$ cat config.mk
export PLATFORM = sky130hd
export DESIGN_NAME = ldcb_bank
export DESIGN_NICKNAME = d
export VERILOG_FILES = /design/src/core/ldcb_pkg.sv /design/src/core/ldcb_bank_mem.sv /design/src/core/ldcb_bank.sv
export VERILOG_INCLUDE_DIRS = /design/src /design/src/core
export SDC_FILE = /design/constraint.sdc
export NUM_CORES = 1
export LEC_CHECK = 0
export BUFFER_PORTS_ARGS = -buffer_cell sky130_fd_sc_hd__buf_2
export CAP_MARGIN = 20
export CORE_ASPECT_RATIO = 1.75
export CORE_MARGIN = 10
export CORE_UTILIZATION = 58
export DETAILED_ROUTE_END_ITERATION = 10
export PLACE_DENSITY = 0.79
export SKIP_LAST_GASP = 1
export SLEW_MARGIN = 15
export SYNTH_ARGS = -nofsm -noshare
export SYNTH_HDL_FRONTEND = slang
export SYNTH_SLANG_ARGS = --single-unit
$ cat constraint.sdc
create_clock -name clock -period 3.2 [get_ports clock]
set_input_delay 0.48 -clock clock [delete_from_list [all_inputs] [get_ports clock]]
set_output_delay 0.48 -clock clock [all_outputs]
set_load 0.02 [all_outputs]
$ cat src/core/ldcb_params.svh
// Constants for the logical device configuration bank
`ifndef LDCB_PARAMS_SVH
`define LDCB_PARAMS_SVH
// Register indices
`define LDCB_IDX_ACT      8'h30
`define LDCB_IDX_B0H      8'h60
`define LDCB_IDX_B0L      8'h61
`define LDCB_IDX_B1H      8'h62
`define LDCB_IDX_B1L      8'h63
`define LDCB_IDX_IRQ0     8'h70
`define LDCB_IDX_IRQ1     8'h72
`define LDCB_IDX_DMA      8'h74
// Field positions
`define LDCB_ACT_BIT      0
`define LDCB_IRQ_MSB      3
`define LDCB_DMA_MSB      2
`define LDCB_DMA_LAST     3'h3
// Reset values
`define LDCB_RST_ZERO     8'h00
`define LDCB_IRQ0_RST_LD0 8'h06
`define LDCB_DMA_RST_LD0  8'h02
`define LDCB_DMA_RST_ALT  8'h04
// Bank numbers
`define LDCB_LD_FLOPPY    3'h0
`define LDCB_LD_PARALLEL  3'h1
`define LDCB_LD_DMA_ALT   3'h4
`define LDCB_LD_KEYBOARD  3'h7
// Allowed base range and alignment masks
`define LDCB_BASE_MIN     16'h0100
`define LDCB_BASE_MAX     16'h0ff8
// Parallel port may sit on four byte steps up to here
`define LDCB_BASE_MAX4    16'h0ffc
`define LDCB_ALIGN8       16'h0007
`define LDCB_ALIGN4       16'h0003
`endif

$ cat src/core/ldcb_pkg.sv
// Types and shared functions of the logical device configuration bank
`include "ldcb_params.svh"
package ldcb_pkg;
  // Storage slot inside one bank
  typedef enum logic [2:0] {
    SL_ACT  = 3'h0,
    SL_B0H  = 3'h1,
    SL_B0L  = 3'h2,
    SL_B1H  = 3'h3,
    SL_B1L  = 3'h4,
    SL_IRQ0 = 3'h5,
    SL_IRQ1 = 3'h6,
    SL_DMA  = 3'h7
  } ldcb_slot_type;

  // Decoded index
  typedef struct packed {
    logic          hit;
    ldcb_slot_type slot;
  } ldcb_dec_type;

  // Host access through index and data ports
  typedef struct packed {
    logic       idx_wr;
    logic       data_wr;
    logic       data_rd;
    logic [7:0] wdata;
  } ldcb_host_type;

  // Per-device view handed to the logical devices
  typedef struct packed {
    logic        on;
    logic        io_ok;
    logic        edge_high;
    logic [3:0]  irq_num;
    logic [1:0]  dma_num;
    logic [15:0] base;
    logic [15:0] base2;
  } ldcb_dev_type;

  // Index to slot; everything else is unmapped
  function automatic ldcb_dec_type decode(input logic [7:0] idx);
    ldcb_dec_type d;
    d = '{hit: 1'b1, slot: SL_ACT};
    case (idx)
      `LDCB_IDX_ACT:  d.slot = SL_ACT;
      `LDCB_IDX_B0H:  d.slot = SL_B0H;
      `LDCB_IDX_B0L:  d.slot = SL_B0L;
      `LDCB_IDX_B1H:  d.slot = SL_B1H;
      `LDCB_IDX_B1L:  d.slot = SL_B1L;
      `LDCB_IDX_IRQ0: d.slot = SL_IRQ0;
      `LDCB_IDX_IRQ1: d.slot = SL_IRQ1;
      `LDCB_IDX_DMA:  d.slot = SL_DMA;
      default:        d.hit = 1'b0;
    endcase
    return d;
  endfunction

  // Default contents of each slot of each bank
  function automatic logic [7:0] reset_val(input logic [2:0] bank,
                                           input logic [2:0] slot);
    logic [7:0] v;
    v = `LDCB_RST_ZERO;
    if (slot == SL_IRQ0 && bank == `LDCB_LD_FLOPPY) begin
      v = `LDCB_IRQ0_RST_LD0;
    end
    if (slot == SL_DMA && bank == `LDCB_LD_FLOPPY) begin
      v = `LDCB_DMA_RST_LD0;
    end
    if (slot == SL_DMA && bank == `LDCB_LD_DMA_ALT) begin
      v = `LDCB_DMA_RST_ALT;
    end
    return v;
  endfunction
endpackage

$ cat src/core/ldcb_bank_mem.sv
// Bank storage: one byte per slot per logical device
module ldcb_bank_mem #(
  parameter int NLD = 8
) (
  // Clock and reset
  input  wire logic                 clock,
  input  wire logic                 nrst,
  // Load defaults
  input  wire logic                 clear,
  // Write port
  input  wire logic                 wr_en,
  input  wire logic [5:0]           wr_addr,
  input  wire logic [7:0]           wr_data,
  // Read port
  input  wire logic [5:0]           rd_addr,
  output logic      [7:0]           rd_data_q,
  // Whole contents for the device outputs
  output logic      [NLD*64-1:0]    all_q
);
  // Storage array
  logic [7:0] mem_q [NLD*8];

  // Defaults on reset and clear, else single write
  always_ff @(posedge clock or negedge nrst) begin
    if (!nrst) begin
      for (int i = 0; i < NLD*8; i++) begin
        mem_q[i] <= ldcb_pkg::reset_val(3'(i >> 3), 3'(i));
      end
    end else if (clear) begin
      for (int i = 0; i < NLD*8; i++) begin
        mem_q[i] <= ldcb_pkg::reset_val(3'(i >> 3), 3'(i));
      end
    end else if (wr_en) begin
      mem_q[wr_addr] <= wr_data;
    end
  end

  // Registered read data
  always_ff @(posedge clock or negedge nrst) begin
    if (!nrst) begin
      rd_data_q <= 8'h00;
    end else begin
      rd_data_q <= mem_q[rd_addr];
    end
  end

  // Flattened view
  always_comb begin
    for (int i = 0; i < NLD*8; i++) begin
      all_q[i*8 +: 8] = mem_q[i];
    end
  end
endmodule

$ cat src/core/ldcb_bank.sv
// Per-logical-device configuration register bank
`include "ldcb_params.svh"
module ldcb_bank #(
  parameter int NLD = 8
) (
  // Clock and reset
  input  wire logic                          clock,
  input  wire logic                          nrst,
  // Other resets
  input  wire logic                          standby_supply_power_on_reset,
  input  wire logic                          hard_reset,
  input  wire logic                          soft_reset,
  // Configuration state and chosen bank
  input  wire logic                          cfg_mode,
  input  wire logic [7:0]                    ld_sel,
  // Host index and data ports
  input  wire ldcb_pkg::ldcb_host_type       host,
  output logic      [7:0]                    rdata,
  output logic                               rd_valid_q,
  // Power-control bit writes
  input  wire logic                          pwr_wr,
  input  wire logic [2:0]                    pwr_bank,
  input  wire logic                          pwr_val,
  // Parallel port extended modes
  input  wire logic                          ecp_epp_mode,
  // Device interrupt requests and enables
  input  wire logic [NLD-1:0]                dev_irq_req,
  input  wire logic [NLD-1:0]                dev_irq_en,
  // Device view and routed interrupt lines
  output ldcb_pkg::ldcb_dev_type [NLD-1:0]   dev_q,
  output logic      [15:0]                   irq_lines_q
);
  // Standby reset pin synchroniser
  logic sb_meta_q;
  logic sb_sync_q;
  // Index register
  logic [7:0] index_q;
  // Decoded access
  ldcb_pkg::ldcb_dec_type dec;
  logic       bank_ok;
  logic       impl;
  logic       acc_ok;
  logic       clear;
  // Memory ports
  logic       cfg_we;
  logic       mem_we;
  logic [2:0] wr_bank;
  logic [2:0] wr_slot;
  logic [7:0] wr_data;
  logic [7:0] mem_rd;
  logic       rd_hit_q;
  logic [NLD*64-1:0] all_q;
  // Helper vectors
  logic [NLD-1:0] on_vec;
  logic [NLD-1:0] ok_vec;
  logic [NLD-1:0] edge_vec;

  // Slot present in this bank
  function automatic logic implemented(input logic [2:0] bank,
                                       input logic [2:0] slot);
    logic r;
    r = 1'b0;
    case (slot)
      // Present everywhere
      ldcb_pkg::SL_ACT, ldcb_pkg::SL_B0H,
      ldcb_pkg::SL_B0L, ldcb_pkg::SL_IRQ0: begin
        r = 1'b1;
      end
      // Second base and secondary select in keyboard only
      ldcb_pkg::SL_B1H, ldcb_pkg::SL_B1L,
      ldcb_pkg::SL_IRQ1: begin
        r = (bank == `LDCB_LD_KEYBOARD);
      end
      // DMA select in DMA capable banks
      ldcb_pkg::SL_DMA: begin
        r = (bank == `LDCB_LD_FLOPPY) || (bank == `LDCB_LD_PARALLEL)
            || (bank == `LDCB_LD_DMA_ALT);
      end
      default: begin
        r = 1'b0;
      end
    endcase
    return r;
  endfunction

  // Base inside allowed range and aligned
  function automatic logic base_ok(input logic [2:0] bank,
                                   input logic [15:0] base);
    logic [15:0] m;
    logic [15:0] top;
    // Parallel port allows finer steps and a higher top
    m   = (bank == `LDCB_LD_PARALLEL) ? `LDCB_ALIGN4 : `LDCB_ALIGN8;
    top = (bank == `LDCB_LD_PARALLEL) ? `LDCB_BASE_MAX4 : `LDCB_BASE_MAX;
    return (base >= `LDCB_BASE_MIN) && (base <= top)
           && ((base & m) == 16'h0000);
  endfunction

  // Two flops before the standby reset is used
  always_ff @(posedge clock or negedge nrst) begin
    if (!nrst) begin
      sb_meta_q <= 1'b0;
      sb_sync_q <= 1'b0;
    end else begin
      sb_meta_q <= standby_supply_power_on_reset;
      sb_sync_q <= sb_meta_q;
    end
  end

  // Every reset source reloads the defaults
  assign clear = sb_sync_q | hard_reset | soft_reset;

  // Index port, taken only in configuration state
  always_ff @(posedge clock or negedge nrst) begin
    if (!nrst) begin
      index_q <= 8'h00;
    end else if (host.idx_wr && cfg_mode) begin
      index_q <= host.wdata;
    end
  end

  // Access decode for the data port
  always_comb begin
    dec     = ldcb_pkg::decode(index_q);
    bank_ok = (ld_sel < 8'(NLD));
    impl    = implemented(ld_sel[2:0], dec.slot);
    acc_ok  = cfg_mode && bank_ok && dec.hit && impl;
  end

  // Host writes win over power-control writes
  assign cfg_we = host.data_wr && acc_ok && !clear;

  // Memory write mux
  always_comb begin
    mem_we  = 1'b0;
    wr_bank = ld_sel[2:0];
    wr_slot = dec.slot;
    wr_data = host.wdata;
    if (cfg_we) begin
      // Data port write into the chosen bank
      mem_we = 1'b1;
      if (dec.slot == ldcb_pkg::SL_ACT) begin
        // Keep only the activate bit
        wr_data = {7'h00, host.wdata[`LDCB_ACT_BIT]};
      end
    end else if (pwr_wr && !clear && (32'(pwr_bank) < NLD)) begin
      // Power bit mirrored into activate
      mem_we  = 1'b1;
      wr_bank = pwr_bank;
      wr_slot = ldcb_pkg::SL_ACT;
      wr_data = {7'h00, pwr_val};
    end
  end

  // Bank storage
  ldcb_bank_mem #(
    .NLD (NLD)
  ) u_mem (
    .clock     (clock),
    .nrst      (nrst),
    .clear     (clear),
    .wr_en     (mem_we),
    .wr_addr   ({wr_bank, wr_slot}),
    .wr_data   (wr_data),
    .rd_addr   ({ld_sel[2:0], dec.slot}),
    .rd_data_q (mem_rd),
    .all_q     (all_q)
  );

  // Read answer follows one cycle after the strobe
  always_ff @(posedge clock or negedge nrst) begin
    if (!nrst) begin
      rd_valid_q <= 1'b0;
      rd_hit_q   <= 1'b0;
    end else begin
      rd_valid_q <= host.data_rd;
      rd_hit_q   <= host.data_rd && acc_ok;
    end
  end

  // Unmapped, absent or out of state reads give zero
  assign rdata = rd_hit_q ? mem_rd : 8'h00;

  // Device view, one bank each
  always_ff @(posedge clock or negedge nrst) begin
    if (!nrst) begin
      dev_q <= '0;
    end else begin
      for (int b = 0; b < NLD; b++) begin
        // Activate and power bit are one stored bit
        dev_q[b].on <= all_q[b*64 + `LDCB_ACT_BIT];
        // First and second base
        dev_q[b].base  <= {all_q[b*64+8 +: 8], all_q[b*64+16 +: 8]};
        dev_q[b].base2 <= {all_q[b*64+24 +: 8], all_q[b*64+32 +: 8]};
        // Host decode allowed only with a legal base
        dev_q[b].io_ok <= all_q[b*64 + `LDCB_ACT_BIT]
          && base_ok(3'(b), {all_q[b*64+8 +: 8], all_q[b*64+16 +: 8]});
        // Interrupt line number
        dev_q[b].irq_num <= all_q[b*64+40 +: 4];
        // Parallel port in extended modes is not edge high
        dev_q[b].edge_high <= !((3'(b) == `LDCB_LD_PARALLEL)
                                && ecp_epp_mode);
        // Channel 1..3 or none
        if (all_q[b*64+56 +: 3] != 3'h0
            && all_q[b*64+56 +: 3] <= `LDCB_DMA_LAST) begin
          dev_q[b].dma_num <= all_q[b*64+56 +: 2];
        end else begin
          dev_q[b].dma_num <= 2'h0;
        end
      end
    end
  end

  // Interrupt routing onto numbered lines
  always_ff @(posedge clock or negedge nrst) begin
    if (!nrst) begin
      irq_lines_q <= 16'h0000;
    end else begin
      for (int n = 0; n < 16; n++) begin
        irq_lines_q[n] <= 1'b0;
        for (int b = 0; b < NLD; b++) begin
          // Line zero means no interrupt
          if (n != 0 && dev_q[b].irq_num == 4'(n) && dev_q[b].on
              && dev_irq_en[b] && dev_irq_req[b]) begin
            irq_lines_q[n] <= 1'b1;
          end
        end
      end
    end
  end

  // Helper vectors for checks
  always_comb begin
    for (int b = 0; b < NLD; b++) begin
      on_vec[b]   = dev_q[b].on;
      ok_vec[b]   = dev_q[b].io_ok;
      edge_vec[b] = dev_q[b].edge_high;
    end
  end

  // Outside configuration state reads return zero
  AST_READ_OUTSIDE_CFG: assert property (
    @(posedge clock) disable iff (!nrst)
    host.data_rd && !cfg_mode |=> rd_valid_q && rdata == 8'h00
  ) else $error("read outside configuration state not zero");

  // Reserved and absent registers read zero
  AST_UNMAPPED_ZERO: assert property (
    @(posedge clock) disable iff (!nrst)
    host.data_rd && !(dec.hit && impl) |=> rdata == 8'h00
  ) else $error("unmapped index returned data");

  // Activate reserved bits never read back
  AST_ACT_RESERVED: assert property (
    @(posedge clock) disable iff (!nrst)
    host.data_rd && dec.slot == ldcb_pkg::SL_ACT |=> rdata[7:1] == 7'h00
  ) else $error("activate reserved bits read nonzero");

  // Power bit write mirrors into device on state
  AST_POWER_MIRROR: assert property (
    @(posedge clock) disable iff (!nrst)
    pwr_wr && !cfg_we && !clear && 32'(pwr_bank) < NLD
      ##1 !mem_we && !clear |=> on_vec[$past(pwr_bank, 2)] == $past(pwr_val, 2)
  ) else $error("power bit not mirrored in activate");

  // High base byte written reaches the device view
  AST_BASE_WRITE: assert property (
    @(posedge clock) disable iff (!nrst)
    cfg_we && dec.slot == ldcb_pkg::SL_B0H ##1 !mem_we && !clear
      |=> dev_q[$past(wr_bank, 2)].base[15:8] == $past(host.wdata, 2)
  ) else $error("base high byte not stored");

  // Defaults after a soft or hard reset
  AST_RESET_DEFAULTS: assert property (
    @(posedge clock) disable iff (!nrst)
    clear ##1 !mem_we && !clear |=> !dev_q[0].on && dev_q[0].base == 16'h0000
  ) else $error("activate or base not cleared");

  // Primary select default in bank zero
  AST_IRQ_DEFAULT: assert property (
    @(posedge clock) disable iff (!nrst)
    clear ##1 !mem_we && !clear |=> dev_q[0].irq_num == 4'h6
  ) else $error("bank zero interrupt default wrong");

  // DMA default in bank zero
  AST_DMA_DEFAULT: assert property (
    @(posedge clock) disable iff (!nrst)
    clear ##1 !mem_we && !clear |=> dev_q[0].dma_num == 2'h2
  ) else $error("bank zero dma default wrong");

  // Line zero never driven, lines need an enable
  AST_IRQ_NEEDS_EN: assert property (
    @(posedge clock) disable iff (!nrst)
    irq_lines_q != 16'h0000 |-> !irq_lines_q[0]
      && $past(|(dev_irq_en & dev_irq_req & on_vec))
  ) else $error("interrupt driven without enable");

  // Legal base decode needs an active device
  AST_IO_NEEDS_ON: assert property (
    @(posedge clock) disable iff (!nrst)
    (ok_vec & ~on_vec) == '0
  ) else $error("host decode enabled on inactive device");

  // Edge high outside extended parallel modes
  AST_EDGE_HIGH: assert property (
    @(posedge clock) disable iff (!nrst)
    nrst && !ecp_epp_mode |=> &edge_vec
  ) else $error("interrupt type not edge high");
endmodule

==> results.toml <==
[yosys]
ys_ff_latch = 869
synth_flop_cell = "dfrtp_1"
synth_nets = 2969
yosysMostFrequentCell = "dfrtp_1"
synth-edff-count = 0
yosys_warnings = 0
avgSynthCellArea_sq_um = 11.8
yosys.area.top_type = "dfrtp_1"
async_reset_ff_share_pct = 100
synth_top_area_share_pct = 63.0
syn_inst = 2922
seq_area_frac_synth_pct = 63.3
synth_cell_types = 90
syn_area_sq_um = 34300
synth_area_leaders = "dfrtp_1 63%, and2_1 5.2%, nand2_1 2.9%, mux2i_1 2.5%, o21ai_0 2.5%"
synth_common_cells = "865 x dfrtp_1, 285 x and2_1, 262 x nand2_1"

[final_layout]
fillerInstances = 3982
final_cells = 4373
drive_gt1_share_pct = 26.7
area_growth_syn_to_layout_pct = 23.1
nets = 3573
final_util_pct = 71.8

[place]
placed_cells = 4218
io_buffer_count = 398
dp_hpwl_microns = 111000
place.gp.congestion = 1.11

[route]
antenna_left = 0
vias = 29890
drc = 0
routedWlPerCell_microns = 34.9
via_per_inst = 6.84
routed_wl_microns = 153000
firstDrtPassIters = 9
drt_iter0_drc = 4128

[cts]
path_clk_slew_ps = 70
cts_buffer_depth = 3
cts-buffers-inserted = 74
cts_tree = "built"
htree_levels = 3
insertion_delay_ps = 680
cts-root-buf = "clkbuf_16"
numClockSinks = 869

[floorplan]
dieArea_sq_um = 69700
initial_core_util_pct = 58.3
rows = 118
dieWidth_microns = 204
core_area_sq_um = 58900
io_pins = 400
die_h_microns = 342

[timing]
hold_viol_final = 0
max_slew_margin_pct = 35.1
fin_ws_ps = -114
finalSetupTns_ps = -172
setup_violations = 4
fin_crit_ps = 3310
skew_ps = 40.5
whs_ps = 138
fin_crit_sh_pct = 104
finalMaxSlewViolations = 0
worst_pin_slew_ps = 967
rsz0062_at_grt = "true"
fmax_mhz = 302

[critical_path]
worstPathRequired_ps = 3770
worstSetupStartpoint = "index_q[3]"
critPathCaptureType = "register"
r2r-start = "index_q[3]"
critPathLaunchType = "register"
worst-path-buf-inv = 2
reg2reg_setup_slack_ps = -110
max_stage_delay_ps = 540
critPathMostFrequentCell = "buf_4"
crit_cells = 9
cp_max_fo = 8
cp_top_family = "compound AO/OA/AOI/OAI gates"
r2r_cells = 9
cpMaxStageDelayCell = "or4bb_1"
cp.arrival_ps = 3890
crit_chain = "or4bb_1 > buf_4 > nor4_1 > buf_4 > a211oi_1 > o21ai_1 > o211ai_1 > a32o_1 > nor4_2"
criticalPathCategory = "reg -> reg"

[flow_run]
cap_violations = 0

[pwr]
ir_drop_uv = 622
powerDensity_nw_per_um2 = 532
p_leak_uw = 0.0207

[outcome]
violations = "setup timing"
status = "complete, but fails checks"

[min_path]
hold_start = "host[0]"
hold_class = "in -> reg"
hold_depth = 2

[grt]
grt_remaining_overflow = 0
grt_pass1_wl_microns = 218000
antenna_found_initial = 13
grt_pass1_vias = 30259
groute.usage.overall_pct = 43.5
grt_max_degree = 184
[cells in the final DEF (no fill, tap or decap), types with 25 or more instances in the layout]
cell type	synthesis	routed
a21oi_1	80	79
a221oi_1	28	26
a22o_1	51	51
a31oi_1	45	43
and2_1	285	285
buf_12	0	38
buf_2	38	397
buf_4	14	261
clkbuf_16	0	76
dfrtp_1	865	863
inv_1	32	32
mux2_2	25	25
mux2i_1	87	84
nand2_1	262	261
nand3_1	140	137
nand4_1	35	35
nor2_1	90	89
nor2b_1	31	31
nor3_1	43	40
o211ai_1	71	71
o21ai_0	174	170
o22ai_1	31	26
o2bb2ai_1	50	50
[metal layers]
metal	GRT usage, %	up-vias	part of all wire (%)
met5	0	-	0.071
met2	67.9	2565	46
met4	36.2	16	10
met1	49.0	14691	32
li1	-	11763	-
met3	12.2	855	11
[where the power goes]
part	switching, uW	internal (uW)
clock network	4400	5380
logic	1160	517
registers	31.1	11000
[worst register-to-register path, cell delays in order (launching register included)]
cell and delay (ps):
dfrtp_1 420, or4bb_1 540, buf_4 220, nor4_1 380, buf_4 220, a211oi_1 50, o21ai_1 500, o211ai_1 340
a32o_1 300, nor4_2 250
[area by class of cell]
class                   count  area [sq um]  area share, %
repair buffers            707          4870           11.5
diodes                      8          20.0         0.0473
clock inverters            44           536           1.27
multi-input cells        1842         12000           28.3
inverters                  32           120          0.284
flip-flops and latches    869         21800           51.4
well taps                 780           976           2.31
clock buffers              91          2060           4.87
[logic make-up (layout without fill, tap and decap cells)]
group | count (synthesis) | in the layout | share of synthesized area [%]
compound gates | 723 | 723 | 15.1
fa+ha+maj | 1 | 1 | 0.0328
buf+inv | 211 | 874 | 2.68
flops | 869 | 869 | 63.3
mux | 112 | 112 | 3.36
other cells | 2 | 10 | 0.0219
simple gates | 1004 | 1004 | 15.5
[path summary, 6_finish.rpt]
kind | end
worst max-delay path | u_mem.rd_data_q[5]
max in group asynchronous | u_mem.all_q[3]
worst min register to register | sb_sync_q
worst max register to register | u_mem.rd_data_q[5]
worst min-delay path | index_q[0]
min in group asynchronous | u_mem.all_q[217]
[stage by stage]
stage | power, uW | worst slack, ps | area (sq um)
after floorplan | 11900 | 417 | 34300
after global placement | 12800 | -302 | 39300
after detailed placement | 12800 | -420 | 39300
after CTS | 22300 | -5.89 | 42100
after global routing | 22900 | -111 | 42300
final | 22500 | -114 | 42300
[repair_timing]
action | 4_1_cts | 5_1_grt
hold endpoints to repair | 53 | 0
hold buffers | 4 | 0
pin swaps | 1 | 4
gates resized for setup | 13 | 38
buffers inserted | 0 | 8
gates cloned | 1 | 0
setup endpoints to repair | 9 | 36
[flip-flops by register name (all words and copies together), names as in the netlist]
register / cells
irq_lines_q: 15
rd_hit_q: 1
sb_sync_q: 1
u_mem.all_q: 512
index_q: 8
rd_valid_q: 1
sb_meta_q: 1
dev_q: 322
u_mem.rd_data_q: 8
Note: power is estimated with default switching activity, not from simulation.
